## src/shared/ftx_regs.svh

```systemverilog
// constants for the transmit symbol coder: code groups, widths, timing
`ifndef FTX_REGS_SVH
`define FTX_REGS_SVH
`define FTX_GRP_IDLE   5'h1F
`define FTX_GRP_SSD1   5'h18
`define FTX_GRP_SSD2   5'h11
`define FTX_GRP_ESD1   5'h0D
`define FTX_GRP_ESD2   5'h07
`define FTX_GRP_ERR    5'h04
`define FTX_SEED       11'h7FF
`define FTX_TAP_HI     10
`define FTX_TAP_LO     8
`define FTX_BIT_LAST   3'h4
`define FTX_FIFO_DEPTH 32
`define FTX_FIFO_WIDTH 6
`define FTX_CLK_MHZ    125
`endif

```

## src/shared/ftx_pkg.sv

```systemverilog
// types shared by the transmit symbol coder
package ftx_pkg;
  // one nibble from the internal mii with its error flag
  typedef struct packed {
    logic       err;
    logic       enable;
    logic [3:0] data;
  } ftx_nib_t;
  // three level line state
  typedef enum logic [1:0] {
    FTX_LVL_ZERO = 2'h0,
    FTX_LVL_POS  = 2'h1,
    FTX_LVL_NEG  = 2'h3
  } ftx_lvl_t;
  // encoder frame sequence, gray coded along the usual path
  typedef enum logic [2:0] {
    FTX_S_IDLE = 3'h0,
    FTX_S_SSD2 = 3'h1,
    FTX_S_DATA = 3'h3,
    FTX_S_ESD2 = 3'h2
  } ftx_state_t;
endpackage

```

## src/core/ftx_fifo.sv

```systemverilog
// flip-flop fifo with valid/ready on both sides
`timescale 1ns/1ns
module ftx_fifo #(
  parameter int WIDTH = 6,
  parameter int DEPTH = 32
) (
  // clock and reset
  input  wire logic             core_clk,
  input  wire logic             nrst,
  input  wire logic             clk_en,
  // fill side
  input  wire logic             in_valid,
  output logic                  in_ready,
  input  wire logic [WIDTH-1:0] in_data,
  // drain side
  output logic                  out_valid,
  input  wire logic             out_ready,
  output logic      [WIDTH-1:0] out_data
);
  localparam int AW = $clog2(DEPTH);
  logic [WIDTH-1:0] mem [DEPTH];
  logic [AW-1:0]    wr_ptr;
  logic [AW-1:0]    rd_ptr;
  logic [AW:0]      count;
  logic             push;
  logic             pop;

  // honest full and empty from the occupancy count
  assign in_ready  = (count != (AW+1)'(DEPTH));
  assign out_valid = (count != '0);
  assign out_data  = mem[rd_ptr];
  assign push      = clk_en & in_valid & in_ready;
  assign pop       = clk_en & out_valid & out_ready;

  // storage written by index
  always_ff @(posedge core_clk) begin
    if (push) begin
      mem[wr_ptr] <= in_data;
    end
  end

  // pointers and count
  always_ff @(posedge core_clk or negedge nrst) begin
    if (!nrst) begin
      wr_ptr <= '0;
      rd_ptr <= '0;
      count  <= '0;
    end else begin
      if (push) begin
        wr_ptr <= AW'(wr_ptr + 1'b1);
      end
      if (pop) begin
        rd_ptr <= AW'(rd_ptr + 1'b1);
      end
      if (push && !pop) begin
        count <= (AW+1)'(count + 1'b1);
      end else if (pop && !push) begin
        count <= (AW+1)'(count - 1'b1);
      end
    end
  end

  a_fifo_no_over: assert property (@(posedge core_clk) disable iff (!nrst)
    count <= (AW+1)'(DEPTH)) else $error("fifo count above depth");
endmodule

```

## src/core/ftx_mlt3.sv

```systemverilog
// nrzi bit stream to three level line code
`timescale 1ns/1ns
module ftx_mlt3
  import ftx_pkg::*;
(
  // clock and reset
  input  wire logic core_clk,
  input  wire logic nrst,
  input  wire logic clk_en,
  // code bit in
  input  wire logic code_bit,
  input  wire logic bit_valid,
  // line level out
  output ftx_lvl_t  level
);
  ftx_lvl_t next_level;
  logic     last_nonzero_pos;

  // a one steps 0,+,0,-; a zero holds the level
  always_comb begin
    next_level = level;
    if (bit_valid && code_bit) begin
      unique case (level)
        FTX_LVL_ZERO: next_level = last_nonzero_pos ? FTX_LVL_NEG : FTX_LVL_POS;
        FTX_LVL_POS:  next_level = FTX_LVL_ZERO;
        FTX_LVL_NEG:  next_level = FTX_LVL_ZERO;
        default:      next_level = FTX_LVL_ZERO;
      endcase
    end
  end

  // level register and memory of last excursion
  always_ff @(posedge core_clk or negedge nrst) begin
    if (!nrst) begin
      level            <= FTX_LVL_ZERO;
      last_nonzero_pos <= 1'b0;
    end else if (clk_en) begin
      level <= next_level;
      if (next_level == FTX_LVL_POS) begin
        last_nonzero_pos <= 1'b1;
      end else if (next_level == FTX_LVL_NEG) begin
        last_nonzero_pos <= 1'b0;
      end
    end
  end

  a_mlt3_zero_hold: assert property (@(posedge core_clk) disable iff (!nrst)
    (clk_en && bit_valid && !code_bit) |=> $stable(level)) else $error("level moved on zero");
  a_mlt3_one_step: assert property (@(posedge core_clk) disable iff (!nrst)
    (clk_en && bit_valid && code_bit) |=> !$stable(level)) else $error("level held on one");
endmodule

```

## src/core/ftx_encoder.sv

```systemverilog
// 100 Mb/s transmit path: 4b/5b coding, scrambling, serialising, mlt-3
`timescale 1ns/1ns
`include "ftx_regs.svh"

// Summary of operation
// - each data nibble is mapped to its fixed 5-bit data code group.
// - between frames the idle group 11111 is sent continuously after the end delimiter.
// - a rising transmit enable sends group 11000 then 10001 in place of the first two preamble nibbles.
// - a falling transmit enable sends group 01101 then 00111 and then returns to idle.
// - while the error input is high in a frame the error group 00100 replaces the data group.
// - none of the ten invalid code groups is ever produced by normal coding.
// - a low coding-enable control bypasses the coding and a high one restores it.
// - in bypass the four data bits form the low group bits and the error input the top bit.
// - the serialiser turns parallel groups into serial bits and the scrambler whitens that bit stream.
// - the serial bits leave at one code bit per 125 MHz clock.
// - the three-level output steps for each one bit and holds for each zero bit.
// - all transmit symbol logic runs from the single 125 MHz core clock.
module ftx_encoder
  import ftx_pkg::*;
(
  // clock, reset, enable
  input  wire logic core_clk,
  input  wire logic nrst,
  input  wire logic clk_en,
  // internal mii transmit side, one nibble per valid beat
  input  wire logic [3:0] tx_data,
  input  wire logic       tx_enable,
  input  wire logic       tx_error,
  input  wire logic       tx_valid,
  output logic            tx_ready,
  // control: low bypasses 4b/5b coding
  input  wire logic       coding_en,
  // line side
  output ftx_lvl_t        line_level,
  output logic            line_bit,
  output logic            line_bit_valid
);
  // two flop synchroniser for the static control pin
  logic coding_en_s1;
  logic coding_en_s2;

  // fifo ports
  ftx_nib_t fifo_in;
  ftx_nib_t fifo_out;
  logic     fifo_out_valid;
  logic     fifo_out_ready;
  logic     fifo_in_ready;

  // coder state
  ftx_state_t state;
  ftx_state_t next_state;
  logic [4:0] next_group;

  // serialiser
  logic [4:0]  shift;
  logic [2:0]  bit_cnt;
  logic        load;
  logic [10:0] key;
  logic        ser_bit;
  logic        ser_valid;
  logic        out_bit;
  logic        out_valid;
  ftx_lvl_t    mlt_level;

  // fixed 4b/5b table for data nibbles
  function automatic logic [4:0] ftx_code(input logic [3:0] nib);
    logic [4:0] g;
    g = `FTX_GRP_IDLE;
    unique case (nib)
      4'h0: g = 5'h1E;
      4'h1: g = 5'h09;
      4'h2: g = 5'h14;
      4'h3: g = 5'h15;
      4'h4: g = 5'h0A;
      4'h5: g = 5'h0B;
      4'h6: g = 5'h0E;
      4'h7: g = 5'h0F;
      4'h8: g = 5'h12;
      4'h9: g = 5'h13;
      4'hA: g = 5'h16;
      4'hB: g = 5'h17;
      4'hC: g = 5'h1A;
      4'hD: g = 5'h1B;
      4'hE: g = 5'h1C;
      4'hF: g = 5'h1D;
    endcase
    return g;
  endfunction

  // the coding-enable pin comes from outside, synchronise before use
  always_ff @(posedge core_clk or negedge nrst) begin
    if (!nrst) begin
      coding_en_s1 <= 1'b1;
      coding_en_s2 <= 1'b1;
    end else if (clk_en) begin
      coding_en_s1 <= coding_en;
      coding_en_s2 <= coding_en_s1;
    end
  end

  // the fifo absorbs the mii nibble rate against the group rate; a nibble is
  // only taken while ready is shown, so a held offer is never stored twice
  assign fifo_in  = '{err: tx_error, enable: tx_enable, data: tx_data};
  ftx_fifo #(
    .WIDTH (`FTX_FIFO_WIDTH),
    .DEPTH (`FTX_FIFO_DEPTH)
  ) u_fifo (
    .core_clk  (core_clk),
    .nrst      (nrst),
    .clk_en    (clk_en),
    .in_valid  (tx_valid && tx_ready),
    .in_ready  (fifo_in_ready),
    .in_data   (fifo_in),
    .out_valid (fifo_out_valid),
    .out_ready (fifo_out_ready),
    .out_data  (fifo_out)
  );

  // ready registered so the output comes from a flop; ready drops for a cycle
  // after every take because the registered view lags the true level by a cycle
  always_ff @(posedge core_clk or negedge nrst) begin
    if (!nrst) begin
      tx_ready <= 1'b0;
    end else if (clk_en) begin
      tx_ready <= fifo_in_ready && !(tx_valid && tx_ready);
    end
  end

  // a group is taken from the fifo only when the serialiser reloads. the
  // start pair stands in place of the first two preamble nibbles: the idle
  // slot that sends the first half drops the first nibble, the second half
  // drops the next one; a nibble without the frame flag is dropped in idle.
  // limitation: a second preamble nibble that arrives late is sent as data
  assign load           = (bit_cnt == `FTX_BIT_LAST);
  assign fifo_out_ready = load && (state == FTX_S_DATA || state == FTX_S_IDLE
                                   || (state == FTX_S_SSD2 && fifo_out.enable));

  // group selection for the next five bit slot
  always_comb begin
    next_state = state;
    next_group = `FTX_GRP_IDLE;
    unique case (state)
      FTX_S_IDLE: begin
        if (fifo_out_valid && fifo_out.enable) begin
          next_group = `FTX_GRP_SSD1;
          next_state = FTX_S_SSD2;
        end
      end
      FTX_S_SSD2: begin
        next_group = `FTX_GRP_SSD2;
        next_state = FTX_S_DATA;
      end
      FTX_S_DATA: begin
        if (!fifo_out_valid || !fifo_out.enable) begin
          next_group = `FTX_GRP_ESD1;
          next_state = FTX_S_ESD2;
        end else if (!coding_en_s2) begin
          next_group = {fifo_out.err, fifo_out.data};
        end else if (fifo_out.err) begin
          next_group = `FTX_GRP_ERR;
        end else begin
          next_group = ftx_code(fifo_out.data);
        end
      end
      FTX_S_ESD2: begin
        next_group = `FTX_GRP_ESD2;
        next_state = FTX_S_IDLE;
      end
      default: begin
        next_state = FTX_S_IDLE;
      end
    endcase
  end

  // frame sequence advances once per five bit slot
  always_ff @(posedge core_clk or negedge nrst) begin
    if (!nrst) begin
      state <= FTX_S_IDLE;
    end else if (clk_en && load) begin
      state <= next_state;
    end
  end

  // parallel in serial out, msb first, one bit per core clock
  always_ff @(posedge core_clk or negedge nrst) begin
    if (!nrst) begin
      shift   <= `FTX_GRP_IDLE;
      bit_cnt <= 3'h0;
    end else if (clk_en) begin
      if (load) begin
        shift   <= next_group;
        bit_cnt <= 3'h0;
      end else begin
        shift   <= {shift[3:0], 1'b0};
        bit_cnt <= 3'(bit_cnt + 1'b1);
      end
    end
  end

  // free-running key, advanced every bit
  always_ff @(posedge core_clk or negedge nrst) begin
    if (!nrst) begin
      key <= `FTX_SEED;
    end else if (clk_en) begin
      key <= {key[9:0], key[`FTX_TAP_HI] ^ key[`FTX_TAP_LO]};
    end
  end

  // whitened code bit, one per clock
  assign ser_bit   = shift[4] ^ key[`FTX_TAP_HI] ^ key[`FTX_TAP_LO];
  assign ser_valid = 1'b1;

  // registered serial output, every clock carries a bit
  always_ff @(posedge core_clk or negedge nrst) begin
    if (!nrst) begin
      out_bit   <= 1'b0;
      out_valid <= 1'b0;
    end else if (clk_en) begin
      out_bit   <= ser_bit;
      out_valid <= ser_valid;
    end
  end

  // three level line coder, clocked by the same 125 MHz core clock
  ftx_mlt3 u_mlt3 (
    .core_clk  (core_clk),
    .nrst      (nrst),
    .clk_en    (clk_en),
    .code_bit  (out_bit),
    .bit_valid (out_valid),
    .level     (mlt_level)
  );

  // outputs straight from flops; level already registered in the child,
  // both retimed by one flop, so the level still trails the bit that produced it by one clock
  always_ff @(posedge core_clk or negedge nrst) begin
    if (!nrst) begin
      line_level     <= FTX_LVL_ZERO;
      line_bit       <= 1'b0;
      line_bit_valid <= 1'b0;
    end else if (clk_en) begin
      line_level     <= mlt_level;
      line_bit       <= out_bit;
      line_bit_valid <= out_valid;
    end
  end

  // delimiter and group checks, one group decision per slot
  a_ssd_pair_order: assert property (@(posedge core_clk) disable iff (!nrst)
    (clk_en && load && state == FTX_S_IDLE && next_state == FTX_S_SSD2) |=>
    (shift == `FTX_GRP_SSD1)) else $error("ssd first group wrong");
  a_ssd_second: assert property (@(posedge core_clk) disable iff (!nrst)
    (clk_en && load && state == FTX_S_SSD2) |=> (shift == `FTX_GRP_SSD2)) else $error("ssd second group wrong");
  a_esd_then_idle: assert property (@(posedge core_clk) disable iff (!nrst)
    (clk_en && load && state == FTX_S_ESD2) |=> (shift == `FTX_GRP_ESD2) && (state == FTX_S_IDLE))
    else $error("esd second group or return wrong");
  a_idle_fill: assert property (@(posedge core_clk) disable iff (!nrst)
    (clk_en && load && state == FTX_S_IDLE && next_state == FTX_S_IDLE) |=> (shift == `FTX_GRP_IDLE))
    else $error("idle group not sent");
  a_error_group: assert property (@(posedge core_clk) disable iff (!nrst)
    (clk_en && load && state == FTX_S_DATA && fifo_out_valid && fifo_out.enable && fifo_out.err
     && coding_en_s2) |=> (shift == `FTX_GRP_ERR)) else $error("error group missing");
  a_no_invalid_grp: assert property (@(posedge core_clk) disable iff (!nrst)
    (clk_en && load && coding_en_s2) |-> !(next_group inside {5'h06, 5'h19, 5'h00, 5'h01, 5'h02,
    5'h03, 5'h05, 5'h08, 5'h0C, 5'h10})) else $error("invalid group chosen");
  a_bypass_pass: assert property (@(posedge core_clk) disable iff (!nrst)
    (clk_en && load && state == FTX_S_DATA && fifo_out_valid && fifo_out.enable && !coding_en_s2)
    |=> (shift == {$past(fifo_out.err), $past(fifo_out.data)})) else $error("bypass group wrong");
  a_slot_five_bits: assert property (@(posedge core_clk) disable iff (!nrst)
    (clk_en && load) ##1 clk_en [*4] |=> load) else $error("group slot not five bits");
  a_key_nonzero: assert property (@(posedge core_clk) disable iff (!nrst)
    key != 11'h000) else $error("scrambler key stuck at zero");
  a_esd_on_end: assert property (@(posedge core_clk) disable iff (!nrst)
    (clk_en && load && state == FTX_S_DATA && (!fifo_out_valid || !fifo_out.enable))
    |=> (shift == `FTX_GRP_ESD1) && (state == FTX_S_ESD2)) else $error("esd first group missing");
  a_data_group: assert property (@(posedge core_clk) disable iff (!nrst)
    (clk_en && load && state == FTX_S_DATA && fifo_out_valid && fifo_out.enable && !fifo_out.err
     && coding_en_s2) |=> (shift == ftx_code($past(fifo_out.data)))) else $error("data group wrong");

  // serial path and handshake checks; a frozen clock enable must not move anything
  a_msb_first: assert property (@(posedge core_clk) disable iff (!nrst)
    (clk_en && !load) |=> (shift == {$past(shift[3:0]), 1'b0})) else $error("shift order wrong");
  a_key_step: assert property (@(posedge core_clk) disable iff (!nrst)
    clk_en |=> (key == {$past(key[9:0]), $past(key[`FTX_TAP_HI] ^ key[`FTX_TAP_LO])})) else $error("key step wrong");
  a_line_retime: assert property (@(posedge core_clk) disable iff (!nrst)
    clk_en |=> (line_bit == $past(out_bit))) else $error("line bit not retimed");
  a_level_retime: assert property (@(posedge core_clk) disable iff (!nrst)
    clk_en |=> (line_level == $past(mlt_level))) else $error("line level not retimed");
  a_ready_gap: assert property (@(posedge core_clk) disable iff (!nrst)
    (clk_en && tx_valid && tx_ready) |=> !tx_ready) else $error("ready held after a take");

  // scenarios worth seeing at least once
  c_frame_start: cover property (@(posedge core_clk) disable iff (!nrst) state == FTX_S_SSD2);
  c_frame_end: cover property (@(posedge core_clk) disable iff (!nrst) state == FTX_S_ESD2);
  c_bypass_data: cover property (@(posedge core_clk) disable iff (!nrst)
    state == FTX_S_DATA && !coding_en_s2 && load);
  c_fifo_full: cover property (@(posedge core_clk) disable iff (!nrst) !fifo_in_ready);
  c_error_slot: cover property (@(posedge core_clk) disable iff (!nrst)
    state == FTX_S_DATA && load && fifo_out_valid && fifo_out.err && coding_en_s2);
endmodule

```

## config.mk

```make
export PLATFORM = sky130hd
export DESIGN_NAME = ftx_encoder
export DESIGN_NICKNAME = d
export VERILOG_FILES = /design/src/shared/ftx_pkg.sv /design/src/core/ftx_fifo.sv /design/src/core/ftx_mlt3.sv /design/src/core/ftx_encoder.sv
export VERILOG_INCLUDE_DIRS = /design/src /design/src/shared
export SDC_FILE = /design/constraint.sdc
export NUM_CORES = 1
export LEC_CHECK = 0
export ABC_AREA = 1
export ABC_CLOCK_PERIOD_IN_PS = 3300
export BUFFER_PORTS_ARGS = -buffer_cell sky130_fd_sc_hd__buf_4
export CAP_MARGIN = 20
export CORE_MARGIN = 2
export CORE_UTILIZATION = 34
export CTS_BUF_LIST = sky130_fd_sc_hd__clkbuf_16
export DETAILED_ROUTE_END_ITERATION = 10
export GPL_TIMING_DRIVEN = 0
export SLEW_MARGIN = 20
export SYNTH_ARGS = -nofsm -noshare
export SYNTH_HDL_FRONTEND = slang
export SYNTH_SLANG_ARGS = --single-unit
```

## constraint.sdc

```tcl
create_clock -name core_clk -period 3.3 [get_ports core_clk]
set_clock_uncertainty 0.15 [all_clocks]
set_input_delay 0.66 -clock core_clk [delete_from_list [all_inputs] [get_ports core_clk]]
set_output_delay 0.66 -clock core_clk [all_outputs]
set_load 0.05 [all_outputs]
```

---- Word-level counts from Yosys, hierarchy flattened ----
Memories as Yosys holds them, arrays and structs flattened.
Index checks and enable logic that the tools add are counted.
word-level totals
  bits in read-only memories .............. 80
  RAM bits ................................ 192
  register bits ........................... 50
  bits of input ports ..................... 11
  memories ................................ 2
  word-level logic and storage cells ...... 83
  output and inout bits ................... 5
cells by class
  multiplexer cells ....................... 19
  reductions and logical operators ........ 24
  bitwise operators ....................... 7
  $add $sub $neg .......................... 5
  eq/ne operators ......................... 9
memory list
  memory            depth  bits a word  rd ports  clocked after memory_dff  write ports  line               RTL
  u_fifo.mem        32     6            1         0                         1            ftx_fifo.sv:21     logic [WIDTH-1:0] mem [DEPTH];
  (name not given)  16     5            1         0                         0            ftx_encoder.sv:69  unique case (nib)
operator list
  operator                                               count
  two-way mux 5 bit                                      4
  one-hot mux 5 bit (4 select lines)                     1
  two-way mux 3 bit                                      4
  two-way mux 6 bit                                      2
  adder 5 x 1 -> 5 bit, second input constant            2
  logical AND 1 bit                                      9
  one-hot mux 3 bit (3 select lines)                     1
  adder 6 x 1 -> 6 bit, second input constant            1
  == test 3 x 2 -> 1 bit, second input constant          2
  two-way mux 2 bit                                      3
  inequality test 6 bit, second input constant           1
  nonzero test 6 bit                                     1
  subtractor 6 x 1 -> 6 bit, second input constant       1
  logical NOT 1 bit                                      5
  AND 1 bit                                              4
  two-way mux 1 bit                                      4
  inequality test 2 x 1 -> 1 bit, second input constant  2
  nonzero test 2 bit                                     2
  adder 3 x 1 -> 3 bit, second input constant            1
  == test 3 x 1 -> 1 bit, second input constant          1
  == test 3 bit, second input constant                   1
  logical NOT 3 bit                                      1
  logical OR 1 bit                                       3
  AND reduction 3 bit                                    1
  5 further kinds                                        7

---- Depth between registers and ports, before layout ----
  word-level depth ........................ 8
  mapped depth ............................ 24
  depth with buffers taken out ............ 24

---- Modules after synthesis ----
A second synthesis with hierarchy kept.
unflattened totals
  cells, all modules ...................... 1127
  area, all modules ....................... 11172.0 sq um
by module, submodules not included
  module       cells an instance  sequential area each (sq um)  area an instance (sq um)  instances
  ftx_fifo     902                6165.9                        9372.7                    1
  ftx_encoder  202                773.2                         1641.6                    1
  ftx_mlt3     23                 75.1                          157.7                     1

---- Worst setup path after synthesis ----
OpenSTA, ideal clock, no wires.
  kind .................................... reg-to-reg
  from .................................... register u_fifo.rd_ptr[0]
  to ...................................... register u_fifo.count[5]
  arrival ................................. 3021 ps
  cell stages (with the launch flop) ...... 23
  setup slack ............................. 7 ps
  library setup time ...................... 123 ps
  path buffers ............................ 2
  cell sequence ........................... dfrtp_1 inv_2 buf_6 buf_6 nor2_1 o211ai_1 nand3_1 nand2_2 nand2_1 o21ai_2 nand2_2 ha_1 inv_1 ha_1 a21oi_1 inv_1 a31oi_1 nor2_1 nor2_1 nor2_1 o21ai_0 nand3_1 xor2_1
between the ends
  longest elaborated chain between the ends .. 8
  elaborated cells on any way between the ends .. 10
RTL lines
  what                                                     line                RTL
  from (decl)                                              ftx_fifo.sv:23      logic [AW-1:0] rd_ptr;
  from (signal assigned)                                   ftx_fifo.sv:53      rd_ptr <= AW'(rd_ptr + 1'b1);
  memory (32 x 6 bit) *                                    n/a
  logical AND 1 bit *                                      ftx_encoder.sv:136  || (state == FTX_S_SSD2 && fifo_out.enable));
  logical OR 1 bit *                                       ftx_encoder.sv:136
  logical AND 1 bit *                                      ftx_encoder.sv:135  assign fifo_out_ready = load && (state == FTX_S_DATA || state == FTX_S_IDLE
  AND 1 bit *                                              ftx_fifo.sv:33      assign pop = clk_en & out_valid & out_ready;
  logical NOT 1 bit                                        ftx_fifo.sv:55      if (push && !pop) begin
  logical AND 1 bit                                        ftx_fifo.sv:55
  two-way mux 6 bit or nonzero test 2 bit (tied branches)  n/a
  to (signal assigned)                                     ftx_fifo.sv:56      count <= (AW+1)'(count + 1'b1);
  to (signal assigned)                                     ftx_fifo.sv:58      count <= (AW+1)'(count - 1'b1);
  to (decl)                                                ftx_fifo.sv:24      logic [AW:0] count;
Every way passes the cells marked *; elsewhere a longest branch is shown, timed or not.
A chain may end at the register's enable or synchronous reset.

---- Final worst setup path ----
Ends and elaborated chain as after synthesis.

==> metrics <==
MaxCap Viol Count 0; final slew viol count 0; ys flop type edfxtp_1; max_slew headroom 0.486; measured slew at the worst slew-check pin roughly 0.77 ns; post-route antenna net violation count 0; drt wl/cell ~19 µm; switching part of the total 0.392; clk slew on worst S/H paths about 0.06 ns; crit path DAT roughly 3.7 ns; share of cells above drive strength 1 0.154; setup slack after layout -0.167 ns; Final setup viols 2; register bit total from synthesis 241; I/O Buffers 15; pin count of the biggest net entering global routing 50; routed vias/inst 4.97; critical-path cell list buf_8 -> buf_8 -> o21ai_1 -> o211ai_1 -> nand3_1 -> nand2_2 -> nand2_2 -> o21ai_4 -> nand2_2 -> ha_4 -> inv_4 -> ha_4 -> a21oi_4 -> inv_2 -> a31oi_4 -> nor2_2 -> nor2_1 -> nor2_1 -> o21ai_1 -> nand3_1 -> xor2_1; leak pwr 4.94 nW; H-tree levels 1; initial DRC count approximately 960; Yosys top cell by area edfxtp_1; number of distinct library cells after synthesis 36; total grt overflow 0; PD cells between 800 and 900 nW/µm²; Reg power frac 0.349; cell internal pwr 6.65 mW; Synth Net Count 1062; min cycle time layout roughly 3.5 ns; failing checks setup timing; outcome complete, but fails checks; DPL Wire Length roughly 18000 µm; Req. time, crit path between 3 and 4 ns; Fin Setup TNS -0.317 ns; Mapped Cells ~1000; GPL Wtd Cong roughly 0.90; Area after DPL 11300 µm²; Final nets 1128; Crit-path slowest cell dfrtp_2; Top cell by count, worst path nand2_2; top-area cell type share of the netlist area 0.539; num ports 16; CTS Hold Buffers Added 0; clock buffers created by TritonCTS 24; Largest stage delay, worst path about 0.47 ns; CTS max path bufs 3; Hold WS about 0.027 ns; Gate power share 0.419; Hold Crit Class input pin to asynchronous set/reset pin; Final Hold Fails 0; drt drc 0; clk root buf clkbuf_16; net load switching power ~4.3 mW; CTS Sinks approximately 240; mapped cell area 10700 µm²; Ys Warns 0; Die Y around 180 µm; fin util 0.407; FP Rows between 60 and 70; gr usage total 0.176; Initial Utilization 0.348; Syn Area/Cell approximately 10 µm²; Total Power 10.9 mW; Period Utilization, post-route 1.05; Die X approximately 180 µm; first-pass GRT wire length between 40000 and 50000 µm; # diodes 0; fill count ~3000; initial antenna violation count 0; fmax a little under 300 MHz; overall die area 32900 µm²; CTS tree yes; worst skew pair latency 0.53 ns; ys async rst share 0.203; vias after detailed routing between 7000 and 8000; synth top area cells edfxtp_1 (54%), nand2_1 (10%), dfrtp_1 (7.3%); Worst R2R Setup Slack -0.17 ns; register area share after synthesis 0.656; critical-path maximum fanout 10; core area slightly above 30000 µm²; Peak VDD IR roughly 0.00052 V; area grow syn2layout 17.1%; DRT Pass-1 Iters 5; RSZ-0062 raised after global routing true; Critical Path Start Type flop; final wirelength about 29000 µm; vias in the first global route 7113; clock power share 0.233; EDFF count, synth roughly 190; Crit Path Category flop to flop; crit end category flop; final instance area roughly 13000 µm²
[kinds of logic after synthesis]
| group | after synthesis | share of synthesized area |
|---|---|---|
| flops | 241 | 0.656 |
| fa+ha+maj | 17 | 0.0206 |
| compound gates | 101 | 0.0505 |
| xor+xnor | 11 | 0.00901 |
| simple gates | 541 | 0.207 |
| buf+inv | 123 | 0.0566 |
[power by group through the flow]
stage                     Clock [mW]  Sequential, mW  Combinational [mW]
after CTS                       2.59            3.80                4.31
after detailed placement           0            3.85                3.85
after global placement             0            3.84                3.80
after floorplan                    0            3.86                2.51
after global routing            2.70            3.85                4.98
final                           2.55            3.82                4.58
[Yosys cell counts, types with 13 or more instances]
| master | instances |
|---|---|
| buf_6 | 14 |
| a21oi_1 | 24 |
| ha_1 | 16 |
| nand3_1 | 102 |
| o21ai_0 | 47 |
| edfxtp_1 | 192 |
| buf_2 | 13 |
| dfrtp_1 | 31 |
| nand2_1 | 293 |
| nor2_1 | 130 |
| dfstp_2 | 18 |
| o21ai_1 | 17 |
| inv_1 | 75 |
[per-layer routing]
metal / GRT usage / part of all wire / vias to the layer above
li1: - / - / 3584
met1: 0.245 / 0.44 / 3605
met2: 0.277 / 0.45 / 293
met3: 0.0329 / 0.078 / 48
met4: 0.0602 / 0.030 / 0
met5: 0 / 0 / -
[sequential cells by signal, indices dropped and copies added, names as in the netlist]
register                 flops
line_bit                     1
u_fifo.mem                 192
u_mlt3.level                 2
shift                        5
out_valid                    1
line_bit_valid               1
out_bit                      1
u_fifo.rd_ptr                5
u_fifo.count                 6
state                        2
coding_en_s2                 1
u_fifo.wr_ptr                5
u_mlt3.last_nonzero_pos      1
line_level                   2
tx_ready                     1
coding_en_s1                 1
key                         11
bit_cnt                      3
[repair_timing]
item / 4_1_cts / 5_1_grt
setup endpoints to repair: 5 / 9
buffers inserted: 17 / 6
endpoints found under the hold margin: 0 / 0
gates cloned: 2 / 0
resized for setup: 48 / 26
pin swaps: 11 / 25
[layout make-up]
class | instances | area (µm²) | area share
buffer | 43 | 407 | 0.0325
clock buffer | 24 | 601 | 0.0480
clock inverter | 20 | 131 | 0.0105
inverter | 80 | 307 | 0.0245
multi-input combinational | 670 | 3210 | 0.257
sequential | 241 | 7020 | 0.560
tap | 396 | 495 | 0.0396
timing repair buffer | 40 | 353 | 0.0282
[layout by cell type, fill, tap and decap left out, types with 2 or more instances in the layout]
cell,n
o21ai_2,5
nand2_2,9
buf_6,12
nor2_1,124
clkbuf_1,6
buf_1,2
buf_2,9
buf_12,5
dfrtp_1,30
nand4_1,2
ha_1,13
inv_2,4
inv_1,81
a21oi_2,2
buf_8,4
inv_4,3
xor2_1,9
o211ai_1,6
clkinv_2,7
xnor2_1,2
clkbuf_16,24
a21oi_1,21
edfxtp_1,192
ha_4,3
nor2_4,2
nand3_1,102
o21ai_1,19
o21ai_0,40
clkinvlp_4,2
buf_4,41
nor2_2,4
nand2_1,290
o22ai_1,2
dfstp_2,18
or2_2,2
[worst max-delay path, delay by kind of cell, from the launching register on]
| kind | cells | cell delay, ns |
|---|---|---|
| simple gates | 8 | 0.81 |
| buf+inv | 4 | 0.45 |
| flops | 1 | 0.47 |
| compound gates | 6 | 0.91 |
| fa+ha+maj | 2 | 0.38 |
| xor+xnor | 1 | 0.17 |
[worst paths after layout]
path / endpoint / depth (start not counted) / from
setup / recovery: u_fifo.count[5]$_DFFE_PN0P_ / 21 / u_fifo.rd_ptr[0]$_DFFE_PN0P_
hold / removal: line_level[1]$_DFFE_PN0P_ / 1 / nrst
setup reg to reg: u_fifo.count[5]$_DFFE_PN0P_ / 21 / u_fifo.rd_ptr[0]$_DFFE_PN0P_
hold reg to reg: coding_en_s1$_DFFE_PN1P_ / 2 / coding_en_s1$_DFFE_PN1P_
max in group asynchronous: u_fifo.rd_ptr[0]$_DFFE_PN0P_ / 1 / nrst
min in group core_clk: coding_en_s1$_DFFE_PN1P_ / 3 / coding_en
[through the flow]
step | std cells | worst slack [ns]
after global placement | 1445 | -0.943
final | 1514 | -0.167
after detailed placement | 1445 | -1.08
after global routing | 1514 | -0.372
after floorplan | 1034 | 0.00672
after CTS | 1508 | -0.119
(Power assumes the default switching activity.)
